## config.mk

```make
export PLATFORM = sky130hd
export DESIGN_NAME = lin_ctrl
export DESIGN_NICKNAME = d
export VERILOG_FILES = /design/src/logic/lin_pkg.sv /design/src/logic/baud_gen.sv /design/src/logic/break_timer.sv /design/src/logic/lin_ctrl.sv
export VERILOG_INCLUDE_DIRS = /design/src /design/src/logic
export SDC_FILE = /design/constraint.sdc
export NUM_CORES = 1
export LEC_CHECK = 0
export ABC_CLOCK_PERIOD_IN_PS = 3000
export BUFFER_PORTS_ARGS = -buffer_cell sky130_fd_sc_hd__buf_2
export CORE_MARGIN = 1.5
export CORE_UTILIZATION = 50
export CTS_CLUSTER_SIZE = 16
export DETAILED_ROUTE_END_ITERATION = 10
export GPL_TIMING_DRIVEN = 0
export PLACE_DENSITY = 0.75
export SETUP_SLACK_MARGIN = 0.2
export SLEW_MARGIN = 25
export SYNTH_ARGS = -nofsm -noshare
export SYNTH_HDL_FRONTEND = slang
export SYNTH_HIERARCHICAL = 1
export SYNTH_SLANG_ARGS = --single-unit
```

## constraint.sdc

```tcl
create_clock -name clk_sys_in -period 3 [get_ports clk_sys_in]
set_input_delay 0.45 -clock clk_sys_in [delete_from_list [all_inputs] [get_ports clk_sys_in]]
set_output_delay 0.45 -clock clk_sys_in [all_outputs]
set_load 0.01 [all_outputs]
```

## src/logic/lin_consts.svh

```systemverilog
// Constants for the LIN control and baud rate generator block.
`ifndef LIN_CONSTS_SVH
`define LIN_CONSTS_SVH

// Register indices; byte address is four times the index.
`define LIN_IDX_STAT0 12'hf41
`define LIN_IDX_CTL0  12'hf42
`define LIN_IDX_CTL1  12'hf43
`define LIN_IDX_PAGE  12'hf44
`define LIN_IDX_COMP  12'hf45
`define LIN_IDX_DIVH  12'hf46
`define LIN_IDX_DIVL  12'hf47

`define LIN_PAGE_MP   3'h0
`define LIN_PAGE_LIN  3'h2
`define LIN_DIV_RST   8'hff
`define LIN_RESP_OK   2'h0
`define LIN_RESP_ERR  2'h2

// Field positions.
`define LIN_C0_PEN    4
`define LIN_C0_SEND_BREAK_BIT   2
`define LIN_MP_MODE1  7
`define LIN_MP_EN     6
`define LIN_MP_MODE0  5
`define LIN_MP_RDAIRQ 1
`define LIN_LC_MST    7
`define LIN_LC_SLV    6
`define LIN_LC_AUTOBAUD_ENABLE   5
`define LIN_LC_AUTOBAUD_IRQ_ENABLE  4
`define LIN_LC_ST     3:2
`define LIN_LC_BRK    1:0
`define LIN_ST_RDA    7
`define LIN_ST_ATB    1

// Timing counts.
`define LIN_BRK_BASE  5'h0d
`define LIN_PRESCALE  4'hf
`define LIN_CNT_END   16'h0001
`endif

```

## src/logic/lin_pkg.sv

```systemverilog
// Types shared by the LIN control and baud rate generator block.
package lin_pkg;

  typedef enum logic [1:0] {
    st_sleep,
    st_wait_break,
    st_autobaud,
    st_active
  } lin_state_t;

  typedef struct packed {
    logic [7:0] ctl0;
    logic [7:0] mp_ctl;
    logic [2:0] ctl1_page_select;
    logic       master_select;
    logic       slave_select;
    logic       autobaud_enable;
    logic       autobaud_irq_enable;
    lin_state_t lin_fsm_state;
    logic [1:0] break_length_sel;
    logic [7:0] comp_addr;
    logic [7:0] divisor_high_byte;
    logic [7:0] divisor_low_byte;
    logic       autobaud_done_flag;
    logic       rx_data_avail_flag;
    logic       addr_match;
    logic       rx_irq;
    logic       master;
    logic       slave;
    logic       ab_active;
    logic       brk_line;
    logic       aw_got;
    logic       w_got;
    logic [15:0] awaddr;
    logic [7:0] wdata;
    logic       wstrb0;
    logic       awready;
    logic       wready;
    logic       bvalid;
    logic [1:0] bresp;
    logic       arready;
    logic       rvalid;
    logic [7:0] rdata;
    logic [1:0] rresp;
  } ctrl_state_t;

  typedef struct packed {
    logic [15:0] cnt;
    logic [3:0]  pre;
    logic        tick;
    logic        bit_tick;
  } baud_state_t;

  typedef struct packed {
    logic       busy;
    logic [4:0] bits;
    logic       done;
  } brk_state_t;

endpackage

```

## src/logic/baud_gen.sv

```systemverilog
// Baud rate down counter with baud and bit ticks; a bit is sixteen baud ticks outside LIN mode, one in LIN mode.
`include "lin_consts.svh"
module baud_gen (
  input  wire logic        clk_sys_in,
  input  wire logic        rst_in,
  input  wire logic [15:0] divisor_in,
  input  wire logic        lin_mode_in,
  output logic             tick_out,
  output logic             bit_tick_out
);
  lin_pkg::baud_state_t b_r;
  lin_pkg::baud_state_t b_nxt;

  // Count down, reload from the divisor and tick at the end.
  always_comb begin
    b_nxt = b_r;
    b_nxt.tick = 1'b0;
    b_nxt.bit_tick = 1'b0;
    if (b_r.cnt <= `LIN_CNT_END) begin
      b_nxt.cnt = divisor_in;
      b_nxt.tick = 1'b1;
      b_nxt.pre = b_r.pre + 4'h1;
      b_nxt.bit_tick = lin_mode_in || (b_r.pre == `LIN_PRESCALE);
    end else begin
      b_nxt.cnt = b_r.cnt - `LIN_CNT_END;
    end
  end

  // State register.
  always_ff @(posedge clk_sys_in) begin
    if (rst_in) begin
      b_r <= '0;
      b_r.cnt <= {`LIN_DIV_RST, `LIN_DIV_RST};
    end else begin
      b_r <= b_nxt;
    end
  end

  assign tick_out = b_r.tick;
  assign bit_tick_out = b_r.bit_tick;

  property p_reload;
    @(posedge clk_sys_in) disable iff (rst_in)
    (b_r.cnt <= `LIN_CNT_END) |=> tick_out && (b_r.cnt == $past(divisor_in));
  endproperty
  a_reload: assert property (p_reload) else $error("Divisor reload missed.");
endmodule

```

## src/logic/break_timer.sv

```systemverilog
// Times a LIN master break in whole bit ticks.
`include "lin_consts.svh"
module break_timer (
  input  wire logic       clk_sys_in,
  input  wire logic       rst_in,
  input  wire logic       start_in,
  input  wire logic       bit_tick_in,
  input  wire logic [1:0] length_sel_in,
  output logic            busy_out,
  output logic            done_out
);
  lin_pkg::brk_state_t k_r;
  lin_pkg::brk_state_t k_nxt;
  logic [4:0] len;
  logic [4:0] bits_inc;

  assign len = `LIN_BRK_BASE + {3'h0, length_sel_in};
  assign bits_inc = k_r.bits + 5'h01;

  // Start on request, then count bit times up to the selected length.
  always_comb begin
    k_nxt = k_r;
    k_nxt.done = 1'b0;
    if (!k_r.busy) begin
      if (start_in && !k_r.done) begin
        k_nxt.busy = 1'b1;
        k_nxt.bits = 5'h00;
      end
    end else if (bit_tick_in) begin
      k_nxt.bits = bits_inc;
      if (bits_inc == len) begin
        k_nxt.busy = 1'b0;
        k_nxt.done = 1'b1;
      end
    end
  end

  // State register.
  always_ff @(posedge clk_sys_in) begin
    if (rst_in) begin
      k_r <= '0;
    end else begin
      k_r <= k_nxt;
    end
  end

  assign busy_out = k_r.busy;
  assign done_out = k_r.done;

  property p_brk_len;
    @(posedge clk_sys_in) disable iff (rst_in)
    (k_r.busy && bit_tick_in && (k_r.bits == len - 5'h01)) |=> done_out && !busy_out;
  endproperty
  a_brk_len: assert property (p_brk_len) else $error("Break length wrong.");
endmodule

```

## src/logic/lin_ctrl.sv

```systemverilog
// LIN mode control, address compare and baud divisor with an AXI4-Lite slave.
//
// Local design decision: the AXI4-Lite interface to the registers.
`include "lin_consts.svh"
module lin_ctrl (
  input  wire logic        clk_sys_in,
  input  wire logic        rst_in,
  input  wire logic        awvalid_in,
  input  wire logic [15:0] awaddr_in,
  input  wire logic        wvalid_in,
  input  wire logic [31:0] wdata_in,
  input  wire logic [3:0]  wstrb_in,
  input  wire logic        bready_in,
  input  wire logic        arvalid_in,
  input  wire logic [15:0] araddr_in,
  input  wire logic        rready_in,
  input  wire logic        rx_byte_valid_in,
  input  wire logic [7:0]  rx_byte_in,
  input  wire logic        rx_is_addr_in,
  input  wire logic        rx_data_read_in,
  input  wire logic        rx_break_in,
  input  wire logic        rx_ab_char_in,
  input  wire logic [15:0] rx_ab_period_in,
  output logic             awready_out,
  output logic             wready_out,
  output logic             bvalid_out,
  output logic [1:0]       bresp_out,
  output logic             arready_out,
  output logic             rvalid_out,
  output logic [31:0]      rdata_out,
  output logic [1:0]       rresp_out,
  output logic             rx_irq_out,
  output logic             rx_data_avail_out,
  output logic             baud_tick_out,
  output logic             bit_tick_out,
  output logic             break_active_out,
  output logic             lin_master_out,
  output logic             lin_slave_out,
  output logic             autobaud_active_out,
  output logic [1:0]       lin_state_out
);
  lin_pkg::ctrl_state_t st_r;
  lin_pkg::ctrl_state_t st_nxt;

  logic multiproc_enable;
  logic parity_enable;
  logic send_break_bit;
  logic master_mode;
  logic slave_mode;
  logic lin_mode;
  logic ab_on;
  logic addr_cmp_on;
  logic wr_en;
  logic wr_hit;
  logic [11:0] wr_idx;
  logic wr_lin;
  logic ab_event;
  logic brk_busy;
  logic brk_done;

  // Word index of a byte address.
  function automatic logic [11:0] reg_idx(input logic [15:0] a);
    return a[13:2];
  endfunction

  // True for an aligned address that names a register of this block.
  function automatic logic reg_hit(input logic [15:0] a);
    logic ok;
    ok = 1'b0;
    if ((a[1:0] == 2'h0) && (a[15:14] == 2'h0)) begin
      unique case (reg_idx(a))
        `LIN_IDX_STAT0, `LIN_IDX_CTL0, `LIN_IDX_CTL1, `LIN_IDX_PAGE,
        `LIN_IDX_COMP, `LIN_IDX_DIVH, `LIN_IDX_DIVL: ok = 1'b1;
        default: ok = 1'b0;
      endcase
    end
    return ok;
  endfunction

  // Operating mode decode from the stored control bits.
  assign multiproc_enable = st_r.mp_ctl[`LIN_MP_EN];
  assign parity_enable = st_r.ctl0[`LIN_C0_PEN];
  assign send_break_bit = st_r.ctl0[`LIN_C0_SEND_BREAK_BIT];
  assign master_mode = st_r.master_select && !multiproc_enable && !parity_enable
                       && !st_r.slave_select;
  assign slave_mode = st_r.slave_select && !multiproc_enable && !parity_enable
                      && !st_r.master_select;
  assign lin_mode = master_mode || slave_mode;
  assign ab_on = slave_mode && st_r.autobaud_enable;
  assign addr_cmp_on = multiproc_enable && st_r.mp_ctl[`LIN_MP_MODE1];

  // Write strobe and target, and the autobaud completion event.
  assign wr_en = st_r.aw_got && st_r.w_got && !st_r.bvalid;
  assign wr_hit = wr_en && st_r.wstrb0 && reg_hit(st_r.awaddr);
  assign wr_idx = reg_idx(st_r.awaddr);
  assign wr_lin = wr_hit && (wr_idx == `LIN_IDX_CTL1)
                  && (st_r.ctl1_page_select == `LIN_PAGE_LIN);
  assign ab_event = (st_r.lin_fsm_state == lin_pkg::st_autobaud) && ab_on
                    && rx_ab_char_in;

  // Baud rate generator on the concatenated divisor.
  baud_gen u_baud (
    .clk_sys_in   (clk_sys_in),
    .rst_in       (rst_in),
    .divisor_in   ({st_r.divisor_high_byte, st_r.divisor_low_byte}),
    .lin_mode_in  (lin_mode),
    .tick_out     (baud_tick_out),
    .bit_tick_out (bit_tick_out)
  );

  // Break timer for a LIN master.
  break_timer u_brk (
    .clk_sys_in    (clk_sys_in),
    .rst_in        (rst_in),
    .start_in      (master_mode && send_break_bit),
    .bit_tick_in   (bit_tick_out),
    .length_sel_in (st_r.break_length_sel),
    .busy_out      (brk_busy),
    .done_out      (brk_done)
  );

  // Next state: bus handshakes, register writes, LIN sequencing, receive filter.
  always_comb begin
    logic [7:0] rd;
    logic       deliver;
    rd = 8'h00;
    deliver = 1'b0;
    st_nxt = st_r;
    st_nxt.rx_irq = 1'b0;

    // Write address and data are taken independently.
    if (awvalid_in && st_r.awready) begin
      st_nxt.aw_got = 1'b1;
      st_nxt.awaddr = awaddr_in;
    end
    if (wvalid_in && st_r.wready) begin
      st_nxt.w_got = 1'b1;
      st_nxt.wdata = wdata_in[7:0];
      st_nxt.wstrb0 = wstrb_in[0];
    end
    if (bready_in && st_r.bvalid) begin
      st_nxt.bvalid = 1'b0;
    end
    if (wr_en) begin
      st_nxt.aw_got = 1'b0;
      st_nxt.w_got = 1'b0;
      st_nxt.bvalid = 1'b1;
      st_nxt.bresp = reg_hit(st_r.awaddr) ? `LIN_RESP_OK : `LIN_RESP_ERR;
    end

    // Slave sequencing advances on line events only.
    unique case (st_r.lin_fsm_state)
      lin_pkg::st_sleep: begin
      end
      lin_pkg::st_wait_break: begin
        if (slave_mode && rx_break_in) begin
          st_nxt.lin_fsm_state = lin_pkg::st_autobaud;
        end
      end
      lin_pkg::st_autobaud: begin
        if (slave_mode && rx_ab_char_in) begin
          st_nxt.lin_fsm_state = lin_pkg::st_active;
        end
      end
      lin_pkg::st_active: begin
      end
    endcase

    // Register writes; only byte lane zero carries data.
    if (wr_hit) begin
      unique case (wr_idx)
        `LIN_IDX_STAT0: begin
          if (st_r.wdata[`LIN_ST_ATB]) begin
            st_nxt.autobaud_done_flag = 1'b0;
          end
        end
        `LIN_IDX_CTL0: st_nxt.ctl0 = st_r.wdata;
        `LIN_IDX_CTL1: begin
          if (st_r.ctl1_page_select == `LIN_PAGE_MP) begin
            st_nxt.mp_ctl = st_r.wdata;
          end else if (st_r.ctl1_page_select == `LIN_PAGE_LIN) begin
            st_nxt.master_select = st_r.wdata[`LIN_LC_MST];
            st_nxt.slave_select = st_r.wdata[`LIN_LC_SLV];
            st_nxt.autobaud_enable = st_r.wdata[`LIN_LC_AUTOBAUD_ENABLE];
            st_nxt.autobaud_irq_enable = st_r.wdata[`LIN_LC_AUTOBAUD_IRQ_ENABLE];
            st_nxt.lin_fsm_state =
              lin_pkg::lin_state_t'(st_r.wdata[`LIN_LC_ST]);
            st_nxt.break_length_sel = st_r.wdata[`LIN_LC_BRK];
          end
        end
        `LIN_IDX_PAGE: st_nxt.ctl1_page_select = st_r.wdata[2:0];
        `LIN_IDX_COMP: st_nxt.comp_addr = st_r.wdata;
        `LIN_IDX_DIVH: st_nxt.divisor_high_byte = st_r.wdata;
        `LIN_IDX_DIVL: st_nxt.divisor_low_byte = st_r.wdata;
        default: begin
        end
      endcase
    end

    // Autobaud result overrides a divisor write in the same cycle.
    if (ab_event) begin
      st_nxt.divisor_high_byte = rx_ab_period_in[15:8];
      st_nxt.divisor_low_byte = rx_ab_period_in[7:0];
      if (st_r.autobaud_irq_enable) begin
        st_nxt.autobaud_done_flag = 1'b1;
        st_nxt.rx_irq = 1'b1;
      end
    end

    // Completed break releases the send break bit.
    if (brk_done) begin
      st_nxt.ctl0[`LIN_C0_SEND_BREAK_BIT] = 1'b0;
    end

    // Receive filter: address compare gates the flag and the interrupt.
    if (rx_data_read_in) begin
      st_nxt.rx_data_avail_flag = 1'b0;
    end
    if (rx_byte_valid_in) begin
      if (addr_cmp_on) begin
        if (rx_is_addr_in) begin
          st_nxt.addr_match = (rx_byte_in == st_r.comp_addr);
          deliver = (rx_byte_in == st_r.comp_addr)
                    && !st_r.mp_ctl[`LIN_MP_MODE0];
        end else begin
          deliver = st_r.addr_match;
        end
      end else if (multiproc_enable && st_r.mp_ctl[`LIN_MP_MODE0]) begin
        deliver = rx_is_addr_in;
      end else begin
        deliver = 1'b1;
      end
    end
    if (deliver) begin
      st_nxt.rx_data_avail_flag = 1'b1;
      if (!st_r.mp_ctl[`LIN_MP_RDAIRQ]) begin
        st_nxt.rx_irq = 1'b1;
      end
    end

    // Read channel: one read at a time, answered one cycle after address.
    if (rready_in && st_r.rvalid) begin
      st_nxt.rvalid = 1'b0;
    end
    if (arvalid_in && st_r.arready) begin
      unique case (reg_idx(araddr_in))
        `LIN_IDX_STAT0: begin
          rd[`LIN_ST_RDA] = st_r.rx_data_avail_flag;
          rd[`LIN_ST_ATB] = st_r.autobaud_done_flag;
        end
        `LIN_IDX_CTL0: rd = st_r.ctl0;
        `LIN_IDX_CTL1: begin
          if (st_r.ctl1_page_select == `LIN_PAGE_MP) begin
            rd = st_r.mp_ctl;
          end else if (st_r.ctl1_page_select == `LIN_PAGE_LIN) begin
            rd[`LIN_LC_MST] = st_r.master_select;
            rd[`LIN_LC_SLV] = st_r.slave_select;
            rd[`LIN_LC_AUTOBAUD_ENABLE] = st_r.autobaud_enable;
            rd[`LIN_LC_AUTOBAUD_IRQ_ENABLE] = st_r.autobaud_irq_enable;
            rd[`LIN_LC_ST] = st_r.lin_fsm_state;
            rd[`LIN_LC_BRK] = st_r.break_length_sel;
          end
        end
        `LIN_IDX_PAGE: rd[2:0] = st_r.ctl1_page_select;
        `LIN_IDX_COMP: rd = st_r.comp_addr;
        `LIN_IDX_DIVH: rd = st_r.divisor_high_byte;
        `LIN_IDX_DIVL: rd = st_r.divisor_low_byte;
        default: rd = 8'h00;
      endcase
      if (!reg_hit(araddr_in)) begin
        rd = 8'h00;
      end
      st_nxt.rvalid = 1'b1;
      st_nxt.rdata = rd;
      st_nxt.rresp = reg_hit(araddr_in) ? `LIN_RESP_OK : `LIN_RESP_ERR;
    end

    // Ready signals and line outputs, all registered.
    st_nxt.awready = !st_nxt.aw_got && !st_nxt.bvalid;
    st_nxt.wready = !st_nxt.w_got && !st_nxt.bvalid;
    st_nxt.arready = !st_nxt.rvalid;
    st_nxt.master = master_mode;
    st_nxt.slave = slave_mode;
    st_nxt.ab_active = (st_r.lin_fsm_state == lin_pkg::st_autobaud) && ab_on;
    st_nxt.brk_line = lin_mode ? brk_busy : send_break_bit;
  end

  // State register; the divisor bytes reset to all ones.
  always_ff @(posedge clk_sys_in) begin
    if (rst_in) begin
      st_r <= '0;
      st_r.divisor_high_byte <= `LIN_DIV_RST;
      st_r.divisor_low_byte <= `LIN_DIV_RST;
    end else begin
      st_r <= st_nxt;
    end
  end

  // Outputs straight from the state register.
  assign awready_out = st_r.awready;
  assign wready_out = st_r.wready;
  assign bvalid_out = st_r.bvalid;
  assign bresp_out = st_r.bresp;
  assign arready_out = st_r.arready;
  assign rvalid_out = st_r.rvalid;
  assign rdata_out = {24'h000000, st_r.rdata};
  assign rresp_out = st_r.rresp;
  assign rx_irq_out = st_r.rx_irq;
  assign rx_data_avail_out = st_r.rx_data_avail_flag;
  assign break_active_out = st_r.brk_line;
  assign lin_master_out = st_r.master;
  assign lin_slave_out = st_r.slave;
  assign autobaud_active_out = st_r.ab_active;
  assign lin_state_out = st_r.lin_fsm_state;

  property p_master_excl;
    @(posedge clk_sys_in) disable iff (rst_in)
    $rose(lin_master_out) |-> $past(st_r.master_select && !st_r.slave_select
                                    && !multiproc_enable && !parity_enable);
  endproperty
  a_master_excl: assert property (p_master_excl) else $error("Bad master mode.");

  property p_slave_excl;
    @(posedge clk_sys_in) disable iff (rst_in)
    lin_slave_out |-> !lin_master_out && $past(!st_r.master_select && !parity_enable);
  endproperty
  a_slave_excl: assert property (p_slave_excl) else $error("Bad slave mode.");

  property p_ab_flag;
    @(posedge clk_sys_in) disable iff (rst_in)
    (ab_event && st_r.autobaud_irq_enable) |=> rx_irq_out && st_r.autobaud_done_flag;
  endproperty
  a_ab_flag: assert property (p_ab_flag) else $error("Autobaud irq missing.");

  property p_ab_load;
    @(posedge clk_sys_in) disable iff (rst_in)
    ab_event |=> ({st_r.divisor_high_byte, st_r.divisor_low_byte}
                  == $past(rx_ab_period_in)) && lin_state_out == 2'h3;
  endproperty
  a_ab_load: assert property (p_ab_load) else $error("Divisor not loaded.");

  property p_wait_adv;
    @(posedge clk_sys_in) disable iff (rst_in)
    (st_r.lin_fsm_state == lin_pkg::st_wait_break && slave_mode && rx_break_in
     && !wr_lin) |=> (lin_state_out == 2'h2);
  endproperty
  a_wait_adv: assert property (p_wait_adv) else $error("No autobaud step.");

  property p_addr_miss;
    @(posedge clk_sys_in) disable iff (rst_in)
    (rx_byte_valid_in && addr_cmp_on && rx_is_addr_in && !ab_event
     && (rx_byte_in != st_r.comp_addr)) |=> !rx_irq_out && !st_r.addr_match;
  endproperty
  a_addr_miss: assert property (p_addr_miss) else $error("Irq on mismatch.");

  property p_brk_clear;
    @(posedge clk_sys_in) disable iff (rst_in)
    brk_done |=> !send_break_bit;
  endproperty
  a_brk_clear: assert property (p_brk_clear) else $error("Send break kept.");
endmodule

```

==> results of run 1 <==
[power by group through the flow]
stage	registers [uW]	clock network [uW]	logic [uW]
2_1_floorplan	1820	0	174
3_3_place_gp	1820	0	283
3_5_place_dp	1820	0	285
4_1_cts	1790	2140	288
5_1_grt	1790	2220	320
6_report	1790	2120	290
[critical path: cells and delay by family, from the launching register on]
family,cells,cell delay (ns)
buffers and inverters,1,0.33
flip-flops,1,0.31
multiplexers,1,0.31
AND/OR/NAND/NOR,4,1.45
[worst max path at each step]
stage                     slack, ns                    end                        start
after floorplan                0.71  st_r[85]$_SDFFE_PP0P_        st_r[32]$_SDFFE_PP0P_
after global placement         0.42  st_r[63]$_SDFFE_PP1P_                       rst_in
after detailed placement       0.40  st_r[67]$_SDFFE_PP1P_                       rst_in
after CTS                      0.42  st_r[67]$_SDFFE_PP1P_  lin_state_out[0]$_SDFF_PP0_
after global routing           0.36  st_r[87]$_SDFFE_PP0P_        st_r[40]$_SDFFE_PP0P_
final                          0.47  st_r[87]$_SDFFE_PP0P_        st_r[40]$_SDFFE_PP0P_
[cells by family (layout without fill, tap and decap cells)]
group / after synthesis / after routing / synth area share, %
buf+inv: 102 / 234 / 8.39
flops: 130 / 130 / 40.1
fa+ha+maj: 7 / 7 / 1.35
xor+xnor: 23 / 23 / 3.10
simple gates: 304 / 304 / 23.9
compound gates: 152 / 152 / 15.0
other cells: 1 / 26 / 0.0578
mux: 51 / 51 / 8.12
[final cells by class]
class / instances / area (um2)
fill: 1164 / 4700
multi-input combinational: 563 / 3440
sequential: 130 / 2600
timing repair buffer: 100 / 500
buffer: 85 / 480
clock buffer: 17 / 425
tap: 172 / 215
clock inverter: 15 / 184
inverter: 17 / 63.8
[flip-flops by register name (all words and copies together) (netlist names), 2 cells and up]
name	cells
st_r	75
lin_state_out	2
rdata_out	8
u_baud/b_r	20
u_brk/k_r	5
[metal layers]
metal,up-vias,GRT usage [%],share of wire (%)
met5,-,0,0
met4,0,9.24,2.6
met3,48,7.52,8.0
met2,286,43.8,47
met1,2797,33.4,43
li1,2980,-,-
[metrics by stage]
| stage | cells | setup slack [ns] | hold slack (ns) | cell area [um2] |
|---|---|---|---|---|
| 6_report | 1099 | 0.471 | 0.263 | 7920 |
| 5_1_grt | 1099 | 0.364 | 0.249 | 7920 |
| 4_1_cts | 1099 | 0.420 | 0.253 | 7910 |
| 3_5_place_dp | 1067 | 0.404 | 0.411 | 7300 |
| 3_3_place_gp | 1067 | 0.422 | 0.409 | 7300 |
| 2_1_floorplan | 795 | 0.712 | 0.401 | 6580 |
[placed cells by master (no fill, tap or decap), types with 21 or more instances in the layout]
cell and count:
nand3_1 24, nor3_1 35, a21oi_1 57, conb_1 26, clkbuf_1 33, nand2_1 94
dfxtp_1 130, nor2_1 64, buf_4 39, buf_2 105, mux2i_1 47, o21ai_0 21
==> flow_metrics.env, run 1 <==
export IMPL_synthTopCellsByCount="dfxtp_1, nand2_1, nor2_1, a21oi_1, mux2i_1"
export IMPL_dieArea_mm2=0.0137
export IMPL_core_area_mm2=0.0126
export IMPL_die_height_um=117
export IMPL_r2r_setup_slack_ns=0.47
export IMPL_die_w_um=117
export IMPL_swShare_pct=24.0
export IMPL_powerDensity_mw_per_mm2=530
export IMPL_p_leak_uw=0.00324
export IMPL_worstSetupStartpointType="register"
export IMPL_start_util_pct=51.4
export IMPL_synth_seq_cells=130
export IMPL_p_comb_share_pct=6.9
export IMPL_dp_hpwl_um=12900
export IMPL_h_tree_depth=4
export IMPL_whs_path_depth=3
export IMPL_cts_setup_buffers=0
export IMPL_syn_inst=770
export IMPL_period_share_pct=84.3
export IMPL_async_flop_share_pct=0
export IMPL_crit_slowest_cell="nor4b_1"
export IMPL_worst_skew_pair_late_latency_ns=0.42
export IMPL_crit_arrival_ns=2.83
export IMPL_crit_chain="or4_1 > nor4b_1 > nand4b_1 > clkbuf_1 > mux2i_1 > nor2_1"
export IMPL_grt_max_degree=17
export IMPL_clockBufferDepth=2
export IMPL_vias_per_cell=5.56
export IMPL_min_from="wdata_in[3]"
export IMPL_critPathMaxStageDelay_ns=0.63
export IMPL_synthesis_area_mm2=0.00649
export IMPL_skew_ns=0.00683
export IMPL_clk_pin_slew_ns=0.06
export IMPL_layout_nets=1025
export IMPL_ios=155
export IMPL_synth_top_cell_area_share_pct=40.1
export IMPL_timing_rr_end="st_r[87]$_SDFFE_PP0P_"
export IMPL_p_total_uw=4200
export IMPL_grt_remaining_overflow=0
export IMPL_hold_class="in2reg"
export IMPL_path_max_fanout=8
export IMPL_diodes=0
export IMPL_wl_per_cell_um=16.0
export IMPL_final_setup_viol_count=0
export IMPL_finish_utilization_pct=62.7
export IMPL_outcome="completed"
export IMPL_fmax_mhz=395
export IMPL_postCtsHoldBufs=0
export IMPL_required_ns=3.30
export IMPL_crit_path_end_kind="register"
export IMPL_synth_top_area_cell="dfxtp_1"
export IMPL_clockPowerShare_pct=50.5
export IMPL_seq_area_frac_synth_pct=40.1
export IMPL_row_count=41
export IMPL_p_seq_share_pct=42.6
export IMPL_layout_drive_gt1_share_pct=21.8
export IMPL_cts_buffers=17
export IMPL_maxCapViolations=0
export IMPL_track_usage_pct=26.5
export IMPL_synth_edf_count=0
export IMPL_yosysWarnings=6
export IMPL_setup_tns_ns=0
export IMPL_ant_nets=0
export IMPL_crit_type="reg2reg"
export IMPL_grt_pass1_wl_um=27700
export IMPL_cts_resized=0
export IMPL_remaining_drc_errors=0
export IMPL_p_int_uw=3190
export IMPL_cts_tree="built"
export IMPL_io_buffers=100
export IMPL_drv_slew=0
export IMPL_p_sw_uw=1010
export IMPL_slew_headroom_pct=51.5
export IMPL_antenna_found_initial=0
export IMPL_grt_pass1_vias=5545
export IMPL_rsz0062_at_grt="no"
export IMPL_synthTopCellsByArea="dfxtp_1, mux2i_1, nand2_1"
export IMPL_r2r_start="st_r[40]$_SDFFE_PP0P_"
export IMPL_min_period_ns=2.53
export IMPL_root_buffer="clkbuf_16"
export IMPL_ir_worst_vdd_v=0.000574
export IMPL_area_delta_synth_final_pct=22.0
export IMPL_synthDistinctLibCells=71
export IMPL_dr_pass1_iters=5
export IMPL_finalHoldViolCount=0
export IMPL_yosysMostFrequentCell="dfxtp_1"
export IMPL_min_to="st_r[21]$_SDFFE_PP0P_"
export IMPL_first_iter_violations=512
export IMPL_rr_worst_depth=6
export IMPL_gp_congestion=0.941
export IMPL_tightestPinTransition_ns=0.725
export IMPL_num_vias=6111
export IMPL_avgSynthCellArea_um2=8.43
export IMPL_synth_top_flop_cell="dfxtp_1"
export IMPL_wl_um=17600
export IMPL_clock_sinks=130
(Power assumes the default switching activity.)
==> run 2, diff against run 1 <==
ABC_CLOCK_PERIOD_IN_PS = 2190   (was 3000)
CORE_UTILIZATION = 49   (was 50)
PLACE_DENSITY = 0.77   (was 0.75)
clock period = 2.19 ns   (was 3 ns; I/O delays follow)
==> flow_metrics.env, run 2 (synthesis gave the netlist of run 1 again) <==
export IMPL_io_buffers=100
export IMPL_fin_cells=1116
export IMPL_worstSetupStartpointType="register"
export IMPL_remaining_drc_errors=0
export IMPL_layout_nets=1043
export IMPL_finalHoldViolCount=0
export IMPL_die_w_um=118
export IMPL_whs_path_depth=3
export IMPL_skew_ns=0.00899
export IMPL_root_buffer="clkbuf_16"
export IMPL_start_util_pct=50.8
export IMPL_largest_register="st_r"
export IMPL_gp_congestion=0.950
export IMPL_p_comb_share_pct=7.8
export IMPL_dp_cells=1067
export IMPL_tightestPinTransition_ns=0.670
export IMPL_violations="setup timing"
export IMPL_path_max_fanout=5
export IMPL_h_tree_depth=4
export IMPL_finish_utilization_pct=66.3
export IMPL_outcome="complete, but fails checks"
export IMPL_clk_pin_slew_ns=0.06
export IMPL_first_iter_violations=664
export IMPL_fmax_mhz=432
export IMPL_min_period_ns=2.31
export IMPL_final_common_cell="dfxtp_1"
export IMPL_clockPowerShare_pct=50.6
export IMPL_antenna_found_initial=0
export IMPL_track_usage_pct=26.5
export IMPL_layout_drive_gt1_share_pct=29.0
export IMPL_clockBufferDepth=2
export IMPL_area_delta_synth_final_pct=30.6
export IMPL_diodes=0
export IMPL_final_setup_viol_count=13
export IMPL_dp_hpwl_um=12900
export IMPL_dieArea_mm2=0.0139
export IMPL_grt_max_degree=17
export IMPL_setup_slack_ns=-0.124
export IMPL_die_height_um=118
export IMPL_ant_nets=0
export IMPL_period_share_pct=106
export IMPL_wl_per_cell_um=16.9
export IMPL_cts_tree="built"
export IMPL_powerDensity_mw_per_mm2=697
export IMPL_postCtsHoldBufs=0
export IMPL_dr_pass1_iters=5
export IMPL_rr_worst_depth=8
export IMPL_rsz0062_at_grt="yes"
export IMPL_post_place_ws_ns=-0.231
export IMPL_p_sw_uw=1350
export IMPL_hold_class="in2reg"
export IMPL_p_seq_share_pct=41.6
export IMPL_num_vias=6323
export IMPL_ir_worst_vdd_v=0.000411
export IMPL_r2r_setup_slack_ns=-0.12
export IMPL_grt_remaining_overflow=0
export IMPL_mostFrequentLayoutCells="dfxtp_1, buf_2, nand2_1"
export IMPL_swShare_pct=22.9
export IMPL_grt_pass1_wl_um=29300
export IMPL_required_ns=2.54
export IMPL_cts_buffers=17
export IMPL_row_count=41
export IMPL_crit_arrival_ns=2.66
export IMPL_clock_sinks=130
export IMPL_slew_headroom_pct=55.3
export IMPL_ios=155
export IMPL_largest_register_ffs=75
export IMPL_p_int_uw=4550
export IMPL_vias_per_cell=5.67
export IMPL_maxCapViolations=0
export IMPL_grt_pass1_vias=5742
export IMPL_p_leak_uw=0.00346
export IMPL_crit_type="reg2reg"
export IMPL_wl_um=18900
export IMPL_drv_slew=0
export IMPL_core_area_mm2=0.0128
export IMPL_worst_skew_pair_late_latency_ns=0.43
export IMPL_crit_path_end_kind="register"
==> run 2: cell count changes in the layout (fill, tap and decap cells not counted), sizes merged <==
| cell | change |
|---|---|
| buf | +19 |
| inv | -3 |
| clkinv | -3 |
| clkbuf | +3 |
| bufinv | +1 |
==> run 2: cell type report <==
cell class | instances | area [um2]
Fill cell | 1030 | 4300
Multi-Input combinational cell | 563 | 3730
Sequential cell | 130 | 2610
Timing Repair Buffer | 118 | 671
Buffer | 85 | 562
Clock buffer | 21 | 460
Tap cell | 172 | 215
Clock inverter | 10 | 158
Inverter | 17 | 63.8
==> run 2: worst max-delay path, cell delays in order, from the launching register on <==
cell	delay, ns
dfxtp_2	0.32
or4b_4	0.53
or3_4	0.34
buf_6	0.14
buf_6	0.13
o41ai_4	0.31
buf_4	0.22
o22ai_2	0.09
a21oi_2	0.18
==> run 2: what timing repair did <==
action,4_1_cts,5_1_grt
cloned,1,0
setup buffers,15,2
setup endpoints to repair,64,97
pin swaps,21,11
gates resized for setup,45,47
==> run 2: stage by stage <==
step	area, um2	hold WS, ns	power (uW)	TNS (ns)
after CTS	8300	0.120	5900	-0.625
after floorplan	6610	0.401	2730	-0.259
after global routing	8470	0.131	6080	-2.51
after detailed placement	7340	0.431	2900	-9.41
after global placement	7330	0.417	2890	-10.21
final	8470	0.131	5900	-0.836
==> run 2: layer usage <==
metal / global-route usage [%] / vias up / part of all wire (%)
met3: 6.93 / 53 / 9.0
met1: 34.2 / 2910 / 42
met5: 0 / - / 0
met4: 11.7 / 0 / 2.9
li1: - / 3023 / -
met2: 41.6 / 337 / 46
==> run 2: worst paths after layout <==
path | start | endpoint
worst max-delay path | st_r[33]$_SDFFE_PP0P_ | st_r[66]$_SDFFE_PP1P_
worst min-delay path | awaddr_in[15] | st_r[41]$_SDFFE_PP0P_
worst max register to register | st_r[33]$_SDFFE_PP0P_ | st_r[66]$_SDFFE_PP1P_
worst min register to register | u_brk/done_out$_SDFF_PP0_ | send_break_bit$_SDFFE_PP0P_
==> run 2: power by group through the flow <==
stage                     registers [uW]  logic, uW  clock network [uW]
after floorplan                     2490        244                   0
after global placement              2500        394                   0
after detailed placement            2500        398                   0
after CTS                           2450        441                3000
after global routing                2460        498                3120
final                               2450        461                2990
==> run 3, diff against run 2 <==
RECOVER_POWER = 100   (was unset)
==> flow_metrics.env, run 3 (synthesis gave the netlist of run 1 again) <==
export IMPL_outcome="complete, but fails checks"
export IMPL_violations="setup timing"
export IMPL_setup_slack_ns=-0.120
export IMPL_area_delta_synth_final_pct=29.8
export IMPL_grt_max_degree=17
export IMPL_row_count=41
export IMPL_worstSetupStartpointType="register"
export IMPL_layout_nets=1043
export IMPL_crit_slowest_cell="or4b_4"
export IMPL_mostFrequentLayoutCells="dfxtp_1, nand2_1, buf_2"
export IMPL_grtUsageMet1_pct=34.2
export IMPL_num_vias=6286
export IMPL_final_common_cell="dfxtp_1"
export IMPL_clk_pin_slew_ns=0.06
export IMPL_p_leak_uw=0.00336
export IMPL_rr_worst_depth=8
export IMPL_ant_nets=0
export IMPL_wl_um=18900
export IMPL_gp_congestion=0.950
export IMPL_dp_hpwl_um=12900
export IMPL_busiest_layer="met2"
export IMPL_ios=155
export IMPL_whs_path_depth=3
export IMPL_min_period_ns=2.31
export IMPL_start_util_pct=50.8
export IMPL_path_depth=8
export IMPL_grt_remaining_overflow=0
export IMPL_powerDensity_mw_per_mm2=701
export IMPL_min_to="st_r[41]$_SDFFE_PP0P_"
export IMPL_largest_register="st_r"
export IMPL_cts_tree="built"
export IMPL_crit_chain="or4b_4 > or3_4 > buf_6 > buf_6 > o41ai_4 > buf_4 > o22ai_2 > a21oi_2"
export IMPL_dr_pass1_iters=5
export IMPL_io_buffers=100
export IMPL_hold_class="in2reg"
export IMPL_crit_arrival_ns=2.66
export IMPL_cp_num_buf_inv=3
export IMPL_wl_per_cell_um=17.0
export IMPL_layout_drive_gt1_share_pct=26.1
export IMPL_crit_type="reg2reg"
export IMPL_ir_worst_vdd_v=0.000412
export IMPL_vias_per_cell=5.63
export IMPL_min_from="awaddr_in[15]"
export IMPL_worst_skew_pair_late_latency_ns=0.43
export IMPL_post_place_ws_ns=-0.231
export IMPL_drv_slew=0
export IMPL_cts_buffers=17
export IMPL_cp_top_family="simple AND/OR/NAND/NOR gates"
export IMPL_fmax_mhz=433
export IMPL_skew_ns=0.00813
export IMPL_clock_sinks=130
export IMPL_crit_path_end_kind="register"
export IMPL_worst_path_most_repeated_cell="buf_6"
export IMPL_die_height_um=118
export IMPL_r2r_setup_slack_ns=-0.12
export IMPL_critPathMaxStageDelay_ns=0.53
export IMPL_seq_area_mm2=0.00261
export IMPL_first_iter_violations=679
export IMPL_p_total_uw=5900
export IMPL_die_w_um=118
export IMPL_h_tree_depth=4
export IMPL_multi_input_area_mm2=0.00372
export IMPL_use_met3_pct=6.93
export IMPL_root_buffer="clkbuf_16"
export IMPL_track_usage_pct=26.5
export IMPL_remaining_drc_errors=0
export IMPL_maxCapViolations=0
export IMPL_r2r_start="st_r[33]$_SDFFE_PP0P_"
export IMPL_path_max_fanout=5
export IMPL_grtUsageMet2_pct=41.6
export IMPL_diodes=0
export IMPL_largest_register_ffs=75
export IMPL_final_setup_viol_count=14
export IMPL_tightestPinTransition_ns=0.656
export IMPL_grt_pass1_vias=5742
export IMPL_clockBufferDepth=2
export IMPL_period_share_pct=105
export IMPL_rsz0062_at_grt="yes"
export IMPL_postCtsHoldBufs=0
export IMPL_grt_pass1_wl_um=29300
export IMPL_dieArea_mm2=0.0139
export IMPL_n_fill_cell=1042
export IMPL_slew_headroom_pct=56.3
export IMPL_finalHoldViolCount=0
export IMPL_core_area_mm2=0.0128
export IMPL_antenna_found_initial=0
export IMPL_timing_rr_end="st_r[66]$_SDFFE_PP1P_"
export IMPL_required_ns=2.54
run 3: changes by cell type in the layout (fill, tap and decap cells not counted):
cell	previous run	this run
a311oi_2	1	0
nor4_1	6	7
buf_2	102	77
nor2_4	1	0
buf_1	2	0
nor4_2	3	2
nor2_2	0	1
clkbuf_1	27	55
a311oi_1	2	3
buf_4	53	51
clkbuf_4	0	2
clkbuf_2	7	6
run 3: cell type report:
cell class / instances / area share (%)
clock buffer: 21 / 5.47
clock inverter: 10 / 1.87
timing repair buffer: 118 / 7.61
sequential: 130 / 31.0
inverter: 17 / 0.758
tap: 172 / 2.55
buffer: 85 / 6.64
multi-input combinational: 563 / 44.1
run 3: through the flow:
stage          hold slack, ns  cells  setup TNS [ns]  util [%]  cell area [um2]
2_1_floorplan           0.401    795          -0.259         -             6610
3_3_place_gp            0.417   1067          -10.21      57.4             7330
3_5_place_dp            0.431   1067           -9.41      57.4             7340
4_1_cts                 0.120   1114          -0.625      65.0             8300
5_1_grt                 0.131   1116           -4.00      65.9             8420
6_report                0.131   1116          -0.822      65.9             8420
run 3: how the worst max path moves through the flow:
stage	startpoint	end	slack, ns
6_report	st_r[33]$_SDFFE_PP0P_	st_r[66]$_SDFFE_PP1P_	-0.12
5_1_grt	st_r[41]$_SDFFE_PP0P_	st_r[86]$_SDFFE_PP0P_	-0.16
4_1_cts	st_r[33]$_SDFFE_PP0P_	st_r[84]$_SDFFE_PP0P_	-0.09
3_5_place_dp	rst_in	rx_irq_out$_SDFF_PP0_	-0.23
3_3_place_gp	lin_state_out[0]$_SDFF_PP0_	st_r[64]$_SDFFE_PP1P_	-0.33
2_1_floorplan	st_r[35]$_SDFFE_PP0P_	st_r[75]$_SDFFE_PP0P_	-0.03
run 3: worst min-delay path, cell delays in order:
cell and delay (ns):
buf_2 0.09, nand2_1 0.05, a21oi_1 0.05
run 3: layer usage:
layer  share of wire, %  vias up
li1                   -     3016
met1                 43     2919
met2                 46      298
met3                8.0       53
met4                2.8        0
met5                  0        -
run 3: repair_timing:
action | CTS | global route
endpoints found under the hold margin | 0 | 0
cloned | 1 | 0
endpoints found under the setup margin | 64 | 97
resized for setup | 45 | 47
pin swaps | 21 | 11
buffers inserted | 15 | 2
run 3: power breakdown:
group / internal, uW / leakage, uW / total [uW] / switching [uW]
Combinational: 194 / 0.00201 / 457 / 263
Clock: 1950 / 0.000295 / 2990 / 1040
Sequential: 2410 / 0.00105 / 2460 / 47.1
Total: 4550 / 0.00336 / 5900 / 1350
